$ cat src/hdl/oas_pkg.sv
// Package for the optical acquisition sequencer: register map, fields, codes, timing.
package oas_pkg;

  // ----------------------------------------------------------------
  // Register byte offsets
  // ----------------------------------------------------------------
  localparam logic [7:0] A_CTRL = 8'h00;
  localparam logic [7:0] A_SLOT = 8'h04;
  localparam logic [7:0] A_LRNG = 8'h08;
  localparam logic [7:0] A_LCUR = 8'h0C;
  localparam logic [7:0] A_STAT = 8'h10;
  localparam logic [7:0] A_FIFO = 8'h14;

  // ----------------------------------------------------------------
  // Control register fields and reset values
  // ----------------------------------------------------------------
  localparam int C_RUN   = 0;
  localparam int C_BURST = 1;
  localparam int C_RATE  = 2;
  localparam int C_PW    = 6;
  localparam int C_SET   = 8;
  localparam int C_BR    = 10;
  localparam int C_AVG   = 12;
  localparam int C_GPIO  = 20;
  localparam int C_AR1   = 22;
  localparam int C_AR2   = 24;
  localparam logic [31:0] CTRL_RST = 32'h0000_0000;
  localparam logic [31:0] SLOT_RST = 32'h0000_0000;
  localparam logic [31:0] LRNG_RST = 32'h0000_0000;
  localparam logic [31:0] LCUR_RST = 32'h0000_0000;
  localparam logic [1:0]  GPIO_EXT = 2'h2;

  // ----------------------------------------------------------------
  // Sizes
  // ----------------------------------------------------------------
  localparam int NSLOT      = 6;
  localparam int ADC_W      = 14;
  localparam int FIFO_DEPTH = 16;
  localparam int RATE_MAX   = 9;
  localparam int MIN_SPS    = 8;
  localparam int AVG_MAXSH  = 7;

  // ----------------------------------------------------------------
  // Timing
  // ----------------------------------------------------------------
  localparam int CLK_HZ     = 100_000_000;
  localparam int CLK_NS     = 10;
  localparam int PW_NS  [4] = '{14_800, 29_400, 58_700, 117_300};
  localparam int SET_NS [4] = '{12_000, 8_000, 6_000, 4_000};
  localparam int BURST_HZ [4] = '{8, 32, 84, 256};

  // ----------------------------------------------------------------
  // Slot codes
  // ----------------------------------------------------------------
  localparam logic [3:0] SL_NONE = 4'h0;
  localparam logic [3:0] SL_L1   = 4'h1;
  localparam logic [3:0] SL_L2   = 4'h2;
  localparam logic [3:0] SL_L3   = 4'h3;
  localparam logic [3:0] SL_L12  = 4'h4;
  localparam logic [3:0] SL_L13  = 4'h5;
  localparam logic [3:0] SL_L23  = 4'h6;
  localparam logic [3:0] SL_L123 = 4'h7;
  localparam logic [3:0] SL_L4   = 4'h8;
  localparam logic [3:0] SL_L5   = 4'h9;
  localparam logic [3:0] SL_L6   = 4'hA;
  localparam logic [3:0] SL_AMB  = 4'hB;

  typedef struct packed {
    logic [2:0]       slot;
    logic             pad;
    logic [ADC_W-1:0] ch2;
    logic [ADC_W-1:0] ch1;
  } oas_word_t;

  typedef enum logic [2:0] {S_IDLE, S_SCAN, S_SETTLE, S_INTEG, S_CAPT, S_PUSH} oas_state_t;

endpackage : oas_pkg

$ cat src/hdl/oas_sequencer.sv
// Optical acquisition sequencer with AHB-Lite registers and result FIFO.
`timescale 1ns/1ps
`default_nettype none

// ----------------------------------------------------------------
// Result FIFO
// ----------------------------------------------------------------
module oas_fifo #(
  parameter int W     = 32,
  parameter int DEPTH = 16
) (
  // Clock and reset
  input  wire logic                     clk,
  input  wire logic                     resetn,
  // Fill side
  input  wire logic                     in_valid,
  output logic                          in_ready,
  input  wire logic [W-1:0]             in_data,
  // Drain side
  output logic                          out_valid,
  input  wire logic                     out_ready,
  output logic [W-1:0]                  out_data,
  output logic [$clog2(DEPTH):0]        level
);
  localparam int AW = $clog2(DEPTH);
  logic [W-1:0] mem [DEPTH];
  logic [AW:0]  wp;
  logic [AW:0]  rp;
  logic         do_w;
  logic         do_r;

  assign level     = wp - rp;
  assign in_ready  = (level != (AW+1)'(DEPTH));
  assign out_valid = (wp != rp);
  assign out_data  = mem[rp[AW-1:0]];
  assign do_w      = in_valid & in_ready;
  assign do_r      = out_valid & out_ready;

  always_ff @(posedge clk) begin
    if (do_w) begin
      mem[wp[AW-1:0]] <= in_data;
    end
  end

  always_ff @(posedge clk) begin
    if (!resetn) begin
      wp <= '0;
      rp <= '0;
    end else begin
      if (do_w) begin
        wp <= wp + 1'b1;
      end
      if (do_r) begin
        rp <= rp + 1'b1;
      end
    end
  end
endmodule : oas_fifo

// ----------------------------------------------------------------
// Sequencer top
// ----------------------------------------------------------------
module oas_sequencer import oas_pkg::*; #(
  parameter int RATE_BASE_CYC = CLK_HZ / MIN_SPS,
  parameter int BURST_CYC [4] = '{CLK_HZ / BURST_HZ[0], CLK_HZ / BURST_HZ[1],
                                  CLK_HZ / BURST_HZ[2], CLK_HZ / BURST_HZ[3]},
  parameter int PW_CYC [4]    = '{(PW_NS[0] + CLK_NS - 1) / CLK_NS, (PW_NS[1] + CLK_NS - 1) / CLK_NS,
                                  (PW_NS[2] + CLK_NS - 1) / CLK_NS, (PW_NS[3] + CLK_NS - 1) / CLK_NS}
) (
  // Clock and reset
  input  wire logic              clk,
  input  wire logic              resetn,
  // AHB-Lite slave
  input  wire logic              hsel,
  input  wire logic [31:0]       haddr,
  input  wire logic [1:0]        htrans,
  input  wire logic              hwrite,
  input  wire logic [2:0]        hsize,
  input  wire logic              hready,
  input  wire logic [31:0]       hwdata,
  output logic                   hreadyout,
  output logic                   hresp,
  output logic [31:0]            hrdata,
  // External sample trigger pin
  input  wire logic              ext_trigger,
  // Converter results, same clock
  input  wire logic [ADC_W-1:0]  adc_ch1,
  input  wire logic [ADC_W-1:0]  adc_ch2,
  // Optical front end control
  output logic [5:0]             led_on,
  output logic                   integrate,
  output logic [1:0]             adc_range_ch1,
  output logic [1:0]             adc_range_ch2,
  output logic [5:0]             led_range,
  output logic [23:0]            led_current
);
  localparam int SET_CYC [4] = '{(SET_NS[0] + CLK_NS - 1) / CLK_NS, (SET_NS[1] + CLK_NS - 1) / CLK_NS,
                                 (SET_NS[2] + CLK_NS - 1) / CLK_NS, (SET_NS[3] + CLK_NS - 1) / CLK_NS};
  localparam int AccW = ADC_W + AVG_MAXSH;

  // ----------------------------------------------------------------
  // Registers and bus slave
  // ----------------------------------------------------------------
  logic [31:0] ctrl;
  logic [31:0] slots;
  logic [31:0] lrng;
  logic [31:0] lcur;
  logic        wr_pend;
  logic [7:0]  wr_addr;
  logic        bus_req;
  logic        pop;
  logic [31:0] rd_mux;
  logic        fallback;
  oas_word_t   fifo_out;
  logic        fifo_out_valid;
  logic [4:0]  fifo_level;
  oas_state_t  state;
  logic        group_act;

  assign bus_req = hsel & hready & htrans[1];
  assign pop     = bus_req & ~hwrite & (haddr[7:0] == A_FIFO) & fifo_out_valid;

  always_comb begin
    unique case (haddr[7:0])
      A_CTRL:  rd_mux = ctrl;
      A_SLOT:  rd_mux = slots;
      A_LRNG:  rd_mux = lrng;
      A_LCUR:  rd_mux = lcur;
      A_STAT:  rd_mux = {24'h00_0000, group_act, (state != S_IDLE), 1'b0, fifo_level};
      A_FIFO:  rd_mux = fifo_out_valid ? fifo_out : 32'h0000_0000;
      default: rd_mux = 32'h0000_0000;
    endcase
  end

  always_ff @(posedge clk) begin
    if (!resetn) begin
      wr_pend   <= 1'b0;
      wr_addr   <= 8'h00;
      hreadyout <= 1'b1;
      hresp     <= 1'b0;
      hrdata    <= 32'h0000_0000;
    end else begin
      hreadyout <= 1'b1;
      hresp     <= 1'b0;
      wr_pend   <= bus_req & hwrite;
      if (bus_req) begin
        wr_addr <= haddr[7:0];
      end
      if (bus_req & ~hwrite) begin
        hrdata <= rd_mux;
      end
    end
  end

  // Hardware clear of burst enable wins over a software write in the same cycle
  always_ff @(posedge clk) begin
    if (!resetn) begin
      ctrl  <= CTRL_RST;
      slots <= SLOT_RST;
      lrng  <= LRNG_RST;
      lcur  <= LCUR_RST;
    end else begin
      if (wr_pend) begin
        unique case (wr_addr)
          A_CTRL:  ctrl  <= {6'h00, hwdata[25:0]};
          A_SLOT:  slots <= {8'h00, hwdata[23:0]};
          A_LRNG:  lrng  <= {26'h000_0000, hwdata[5:0]};
          A_LCUR:  lcur  <= {8'h00, hwdata[23:0]};
          default: ;
        endcase
      end
      if (fallback) begin
        ctrl[C_BURST] <= 1'b0;
      end
    end
  end

  assign adc_range_ch1 = ctrl[C_AR1+:2];
  assign adc_range_ch2 = ctrl[C_AR2+:2];
  assign led_range     = lrng[5:0];
  assign led_current   = lcur[23:0];

  // ----------------------------------------------------------------
  // Derived settings
  // ----------------------------------------------------------------
  logic [3:0]  rate_code;
  logic [2:0]  avg_sh;
  logic [7:0]  avg_last;
  logic [15:0] rate_sps;
  logic [15:0] burst_need;
  logic [1:0]  br_sel;

  function automatic logic [2:0] shift_for(input logic [7:0] req);
    logic [2:0] s;
    s = 3'(AVG_MAXSH);
    for (int k = AVG_MAXSH; k >= 0; k--) begin
      if ((9'd1 << k) >= {1'b0, req}) begin
        s = 3'(k);
      end
    end
    return s;
  endfunction : shift_for

  assign rate_code  = (ctrl[C_RATE+:4] > 4'(RATE_MAX)) ? 4'(RATE_MAX) : ctrl[C_RATE+:4];
  assign rate_sps   = 16'(MIN_SPS) << rate_code;
  assign avg_sh     = shift_for(ctrl[C_AVG+:8]);
  assign avg_last   = 8'((9'd1 << avg_sh) - 9'd1);
  assign br_sel     = ctrl[C_BR+:2];
  assign burst_need = 16'(BURST_HZ[br_sel]) << avg_sh;
  assign fallback   = ctrl[C_BURST] & (burst_need > rate_sps);

  // ----------------------------------------------------------------
  // Rate dividers and external trigger
  // ----------------------------------------------------------------
  logic [23:0] conv_cnt;
  logic [23:0] burst_cnt;
  logic        conv_tick;
  logic        burst_tick;
  logic [2:0]  trig_sync;
  logic        sample_tick;
  logic        run;
  logic        burst_on;

  assign run      = ctrl[C_RUN];
  assign burst_on = ctrl[C_BURST] & ~fallback;

  always_ff @(posedge clk) begin
    if (!resetn || !run) begin
      conv_cnt  <= 24'h00_0000;
      conv_tick <= 1'b0;
    end else if (conv_cnt == 24'h00_0000) begin
      conv_cnt  <= 24'(RATE_BASE_CYC >> rate_code) - 24'h00_0001;
      conv_tick <= 1'b1;
    end else begin
      conv_cnt  <= conv_cnt - 24'h00_0001;
      conv_tick <= 1'b0;
    end
  end

  always_ff @(posedge clk) begin
    if (!resetn || !run || !burst_on) begin
      burst_cnt  <= 24'h00_0000;
      burst_tick <= 1'b0;
    end else if (burst_cnt == 24'h00_0000) begin
      burst_cnt  <= 24'(BURST_CYC[br_sel]) - 24'h00_0001;
      burst_tick <= 1'b1;
    end else begin
      burst_cnt  <= burst_cnt - 24'h00_0001;
      burst_tick <= 1'b0;
    end
  end

  // Pin is asynchronous: two stages before the edge detector
  always_ff @(posedge clk) begin
    if (!resetn) begin
      trig_sync <= 3'h0;
    end else begin
      trig_sync <= {trig_sync[1:0], ext_trigger};
    end
  end

  assign sample_tick = (ctrl[C_GPIO+:2] == GPIO_EXT) ? (trig_sync[1] & ~trig_sync[2]) : conv_tick;

  // ----------------------------------------------------------------
  // Slot sequencer
  // ----------------------------------------------------------------
  logic [2:0]       slot_idx;
  logic [3:0]       slot_code;
  logic [7:0]       conv_idx;
  logic [16:0]      timer;
  logic [AccW-1:0]  acc1 [NSLOT];
  logic [AccW-1:0]  acc2 [NSLOT];
  logic [AccW-1:0]  sum1;
  logic [AccW-1:0]  sum2;
  logic             final_conv;
  oas_word_t        push_word;
  logic             fifo_in_ready;

  function automatic logic [5:0] led_map(input logic [3:0] c);
    unique case (c)
      SL_L1:   return 6'b00_0001;
      SL_L2:   return 6'b00_0010;
      SL_L3:   return 6'b00_0100;
      SL_L12:  return 6'b00_0011;
      SL_L13:  return 6'b00_0101;
      SL_L23:  return 6'b00_0110;
      SL_L123: return 6'b00_0111;
      SL_L4:   return 6'b00_1000;
      SL_L5:   return 6'b01_0000;
      SL_L6:   return 6'b10_0000;
      default: return 6'b00_0000;
    endcase
  endfunction : led_map

  assign slot_code  = slots[slot_idx*4+:4];
  assign sum1       = acc1[slot_idx] + AccW'(adc_ch1);
  assign sum2       = acc2[slot_idx] + AccW'(adc_ch2);
  assign final_conv = ~group_act | (conv_idx == avg_last);

  // Ticks that arrive while a conversion is under way are dropped
  always_ff @(posedge clk) begin
    if (!resetn || !run) begin
      state     <= S_IDLE;
      slot_idx  <= 3'h0;
      conv_idx  <= 8'h00;
      group_act <= 1'b0;
      timer     <= 17'h0_0000;
      led_on    <= 6'h00;
      integrate <= 1'b0;
      push_word <= '0;
      for (int i = 0; i < NSLOT; i++) begin
        acc1[i] <= '0;
        acc2[i] <= '0;
      end
    end else begin
      unique case (state)
        S_IDLE: begin
          slot_idx <= 3'h0;
          if (burst_on && !group_act && burst_tick) begin
            group_act <= 1'b1;
            conv_idx  <= 8'h00;
            state     <= S_SCAN;
          end else if (sample_tick && (group_act || !burst_on)) begin
            state <= S_SCAN;
          end
        end
        S_SCAN: begin
          if (slot_idx == 3'(NSLOT)) begin
            state <= S_IDLE;
            if (group_act) begin
              if (conv_idx == avg_last || !burst_on) begin
                group_act <= 1'b0;
              end
              conv_idx <= conv_idx + 8'h01;
            end
          end else if (slot_code == SL_NONE || slot_code > SL_AMB) begin
            slot_idx <= slot_idx + 3'h1;
          end else begin
            led_on <= led_map(slot_code);
            timer  <= 17'(SET_CYC[ctrl[C_SET+:2]]) - 17'h0_0001;
            state  <= S_SETTLE;
          end
        end
        S_SETTLE: begin
          if (timer == 17'h0_0000) begin
            integrate <= 1'b1;
            timer     <= 17'(PW_CYC[ctrl[C_PW+:2]]) - 17'h0_0001;
            state     <= S_INTEG;
          end else begin
            timer <= timer - 17'h0_0001;
          end
        end
        S_INTEG: begin
          if (timer == 17'h0_0000) begin
            integrate <= 1'b0;
            led_on    <= 6'h00;
            state     <= S_CAPT;
          end else begin
            timer <= timer - 17'h0_0001;
          end
        end
        S_CAPT: begin
          if (final_conv) begin
            push_word.slot <= slot_idx + 3'h1;
            push_word.pad  <= 1'b0;
            push_word.ch1  <= ADC_W'(sum1 >> avg_sh);
            push_word.ch2  <= ADC_W'(sum2 >> avg_sh);
            acc1[slot_idx] <= '0;
            acc2[slot_idx] <= '0;
            state          <= S_PUSH;
          end else begin
            acc1[slot_idx] <= sum1;
            acc2[slot_idx] <= sum2;
            slot_idx       <= slot_idx + 3'h1;
            state          <= S_SCAN;
          end
        end
        S_PUSH: begin
          if (fifo_in_ready) begin
            slot_idx <= slot_idx + 3'h1;
            state    <= S_SCAN;
          end
        end
      endcase
    end
  end

  // ----------------------------------------------------------------
  // Result FIFO; a full FIFO stalls the sequencer in the push state
  // ----------------------------------------------------------------
  oas_fifo #(
    .W     (32),
    .DEPTH (FIFO_DEPTH)
  ) u_fifo (
    .clk       (clk),
    .resetn    (resetn),
    .in_valid  (state == S_PUSH),
    .in_ready  (fifo_in_ready),
    .in_data   (push_word),
    .out_valid (fifo_out_valid),
    .out_ready (pop),
    .out_data  (fifo_out),
    .level     (fifo_level)
  );

endmodule : oas_sequencer

`default_nettype wire

$ cat config.mk
export PLATFORM = sky130hd
export DESIGN_NAME = oas_sequencer
export DESIGN_NICKNAME = d
export VERILOG_FILES = /design/src/hdl/oas_pkg.sv /design/src/hdl/oas_sequencer.sv
export SDC_FILE = /design/constraint.sdc
export NUM_CORES = 2
export LEC_CHECK = 0
export BUFFER_PORTS_ARGS = -buffer_cell sky130_fd_sc_hd__buf_2
export CORE_MARGIN = 3
export CORE_UTILIZATION = 60
export CTS_BUF_LIST = sky130_fd_sc_hd__clkbuf_8
export DETAILED_ROUTE_END_ITERATION = 16
export GPL_TIMING_DRIVEN = 0
export PLACE_DENSITY_LB_ADDON = 0.05
export SLEW_MARGIN = 20
export SYNTH_ARGS = -nofsm -noshare
export SYNTH_HDL_FRONTEND = slang
export SYNTH_HIERARCHICAL = 1
export SYNTH_SLANG_ARGS = --single-unit
$ cat constraint.sdc
create_clock -name clk -period 16.04 [get_ports clk]
set_input_delay 2.406 -clock clk [delete_from_list [all_inputs] [get_ports clk]]
set_output_delay 2.406 -clock clk [all_outputs]
set_load 0.005 [all_outputs]
==> impl_metrics.yaml <==
sta:
  timing.fmax_mhz: 134
  final-max-slew-violation-count: 0
  setup-violations-final: 0
  rsz0062_at_grt: "no"
  fin_worst_skew_ns: 0.0444
  worst_slack_setup_final_ns: 8.57
  timing.final.hold_violations: 0
  final_min_period_over_clock_period_pct: 46.6
  setup-tns-final_ns: 0
  maxSlewHeadroom_pct: 22.2
  worst_slew_pin_slew_ns: 1.16
  final_period_minus_worst_setup_slack_ns: 7.47
synth:
  synth.cell_area_um2: 49900
  yosys-mux-area-fraction_pct: 13.2
  yosys.area_share.xor_xnor_pct: 1.28
  synth-simple-area-share_pct: 10.4
  ys_seq_elements: 1109
  synth_top_family_by_area: "multiplexers"
  post_synth_top_area_share_pct: 51.0
  ys_async_sr_fraction_pct: 0
  synth_top_area_cell: "sky130_fd_sc_hd__edfxtp_1"
  synth_warnings: 6
  post_synth.cell_area_avg_um2: 13.4
  netlist_top_cells_area: "sky130_fd_sc_hd__edfxtp_1 51%, sky130_fd_sc_hd__mux4_2 11%, sky130_fd_sc_hd__dfxtp_1 10%"
  netlist_instances: 3725
  synth-adder-area-share_pct: 1.90
  synth-compound-area-share_pct: 8.97
  synth_edf_count: 848
  synth_seq_area_share_pct: 61.5
  synth_flop_cell: "sky130_fd_sc_hd__edfxtp_1"
  netlist-cell-type-count: 91
setup_path:
  critical_path.reg2reg.endpoint: "push_word[16]"
  ff2ff_path_depth: 19
  critical_path_required_ns: 16.76
  worst-setup-path-type: "reg2reg"
  cp-endpoint: "push_word[16]"
  start_kind: "register"
  worst-path-max-fanout: 10
  reg2reg_setup_slack_ns: 8.57
  critPathCaptureType: "register"
  worst-endpoint-arrival_ns: 8.19
route:
  drc: 0
  route.vias.total: 34100
  via_per_inst: 6.42
  drt_iter0_markers: 4083
  ant_nets: 0
  firstDrtPassIters: 6
  wl_per_cell_um: 26.6
  routed_wl_um: 141000
clock_network:
  cts_post_setup_buffers_inserted: 0
  cts-hold-fix-buffers: 0
  cts.repair.resized: 0
  clk-insertion-delay-late_ns: 0.89
  clock_sinks: 1109
  clkSlewWorstSetupHoldPaths_ns: 0.07
  cts_max_level: 4
  cts_tree: "yes"
  clockRootBuffer: "sky130_fd_sc_hd__clkbuf_8"
  cts-buffers-inserted: 176
  ctsLongestPathBuffers: 3
global_routing:
  via_count_of_the_first_global_routing_pass: 32700
  grt_start_max_net_pins: 41
  grt_antenna_before_repair: 4
  grt.overflow.total: 0
  grt_pass1_wl_um: 209000
  gr-usage-all-layers_pct: 32.9
floorplanning:
  core-area_um2: 82200
  core.rowCount: 105
  die-area_um2: 86700
  ioPinCount: 178
  floorplan.initialDensity_pct: 60.7
  dieHeight_um: 294
  fp.dieW_um: 294
run:
  drv_cap: 0
power:
  power_per_cell_area_nw_per_um2: 98.5
  power.leakage_uw: 0.0196
  power.total_uw: 5530
  vdd_ir_drop_max_uv: 81.2
finish:
  n_fill_cell: 5914
  drive_gt1_share_pct: 19.0
  final_net_count: 4278
  syn2layout_area_growth_pct: 12.4
  final_core_util_pct: 68.3
placed_design:
  place.gp.congestion: 0.978
  port-buffer-count: 141
  dp_hpwl_um: 98900
  dp_worst_setup_slack_ns: 8.71
outcome:
  outcome: "complete, no violations"
hold_path:
  min_path_type: "reg2reg"
## layer usage
layer  GRT usage (%)  routed length [µm]  part of all wire (%)  up-vias
met5               0                   0                     0        -
met4            10.6                4040                   2.9        0
met3            7.31               14600                    10      250
met2            50.0               64000                    45     1853
li1                -                   -                     -    14900
met1            47.8               58400                    41    17100
## cell usage after synthesis, drive strengths merged, types with 21 or more instances
master / number
a21oi: 140
dfxtp: 261
o211ai: 21
a211oi: 44
ha: 71
mux2: 43
mux4: 247
nor2b: 31
nand2: 363
or3: 48
xnor2: 32
nor3: 73
xor2: 41
o21ai: 114
and2: 47
edfxtp: 848
a21boi: 95
inv: 79
buf: 57
mux2i: 56
and3: 27
nand3: 55
clkbuf: 196
nand2b: 23
a22oi: 37
nor2: 389
## sequential cells by signal, indices dropped and copies added (netlist names), 5 cells and up, named ones only
signal      flops
wr_addr         8
lcur           24
acc2          168
slots          24
u_fifo/mem    512
conv_cnt       24
u_fifo/wp       5
timer          17
led_on          6
lrng            6
acc1          168
u_fifo/rp       5
push_word      31
burst_cnt      24
hrdata         32
ctrl           26
conv_idx        8
## critical path, stage by stage, from the launching register on
cell	delay (ns)
sky130_fd_sc_hd__dfxtp_1	0.30
sky130_fd_sc_hd__clkbuf_1	0.34
sky130_fd_sc_hd__buf_2	0.50
sky130_fd_sc_hd__buf_2	0.45
sky130_fd_sc_hd__buf_1	0.68
sky130_fd_sc_hd__buf_1	0.82
sky130_fd_sc_hd__mux4_2	0.59
sky130_fd_sc_hd__mux2_2	0.27
sky130_fd_sc_hd__ha_1	0.25
sky130_fd_sc_hd__inv_1	0.09
sky130_fd_sc_hd__fa_1	0.20
sky130_fd_sc_hd__nor2b_1	0.09
sky130_fd_sc_hd__o2111ai_1	0.30
sky130_fd_sc_hd__a2111oi_0	0.16
sky130_fd_sc_hd__a311oi_1	0.94
sky130_fd_sc_hd__mux2i_1	0.24
sky130_fd_sc_hd__mux2i_1	0.26
sky130_fd_sc_hd__nor2_1	0.06
sky130_fd_sc_hd__a221oi_1	0.58
sky130_fd_sc_hd__a211oi_2	0.15
## power by group
part	internal, µW	leakage [µW]	switching [µW]	total, µW
Clock	1150	0.00197	1140	2290
Combinational	58.4	0.00769	116	174
Sequential	3060	0.00993	3.55	3060
## how the worst min path moves through the flow
stage	startpoint	endpoint	slack (ns)	depth (start not counted)
final	trig_sync[0]	trig_sync[1]	0.45	1
after global routing	led_on[5]	led_on[5]	0.47	2
after CTS	trig_sync[0]	trig_sync[1]	0.44	1
after detailed placement	trig_sync[0]	trig_sync[1]	0.43	1
after global placement	trig_sync[0]	trig_sync[1]	0.43	1
after floorplan	burst_cnt[0]	burst_cnt[0]	0.41	1
## placed cells by master, fill, tap and decap left out, drive strengths merged, types with 10 or more instances in the layout
cell,n
conb,21
mux2,43
ha,71
nand3b,11
edfxtp,848
a31oi,19
a22oi,37
or2,10
a21oi,140
nand4,16
mux4,247
clkinv,46
or3,48
and3,27
a21boi,95
nand2,363
nor3,73
a22o,19
a211oi,44
and2,47
o211ai,21
nor2b,31
mux2i,56
clkbuf,382
o22ai,11
o21ai,114
xnor2,32
o21a,10
a21o,15
nor4,19
nand3,55
dfxtp,261
o21bai,10
nor2,389
nand2b,23
buf,236
inv,157
xor2,41
or4,11
## logic make-up (layout without fill, tap and decap cells)
logic type      count (synthesis)  count (layout)
compound gates                645             645
xor+xnor                       73              73
fa+ha+maj                      74              74
buf+inv                       332             825
flops                        1109            1109
mux                           346             346
other cells                     2              25
simple gates                 1144            1144
## final cells by class
| cell class | count | area (µm²) | area share (%) |
|---|---|---|---|
| flip-flops and latches | 1109 | 30700 | 54.7 |
| multi-input cells | 2303 | 18100 | 32.2 |
| clock buffers | 186 | 2560 | 4.56 |
| well taps | 1070 | 1340 | 2.38 |
| repair buffers | 179 | 1340 | 2.38 |
| plain buffers | 253 | 1050 | 1.88 |
| clock inverters | 128 | 778 | 1.39 |
| inverters | 79 | 297 | 0.528 |
| diodes | 4 | 10.0 | 0.0178 |
## through the flow
stage | cell area (µm²) | hold slack, ns | std cells
after floorplan | 50000 | 0.410 | 3744
after global placement | 52000 | 0.433 | 4955
after detailed placement | 52800 | 0.427 | 4993
after CTS | 56100 | 0.442 | 5307
after global routing | 56100 | 0.469 | 5310
final | 56100 | 0.446 | 5311
(Power assumes the default switching activity.)
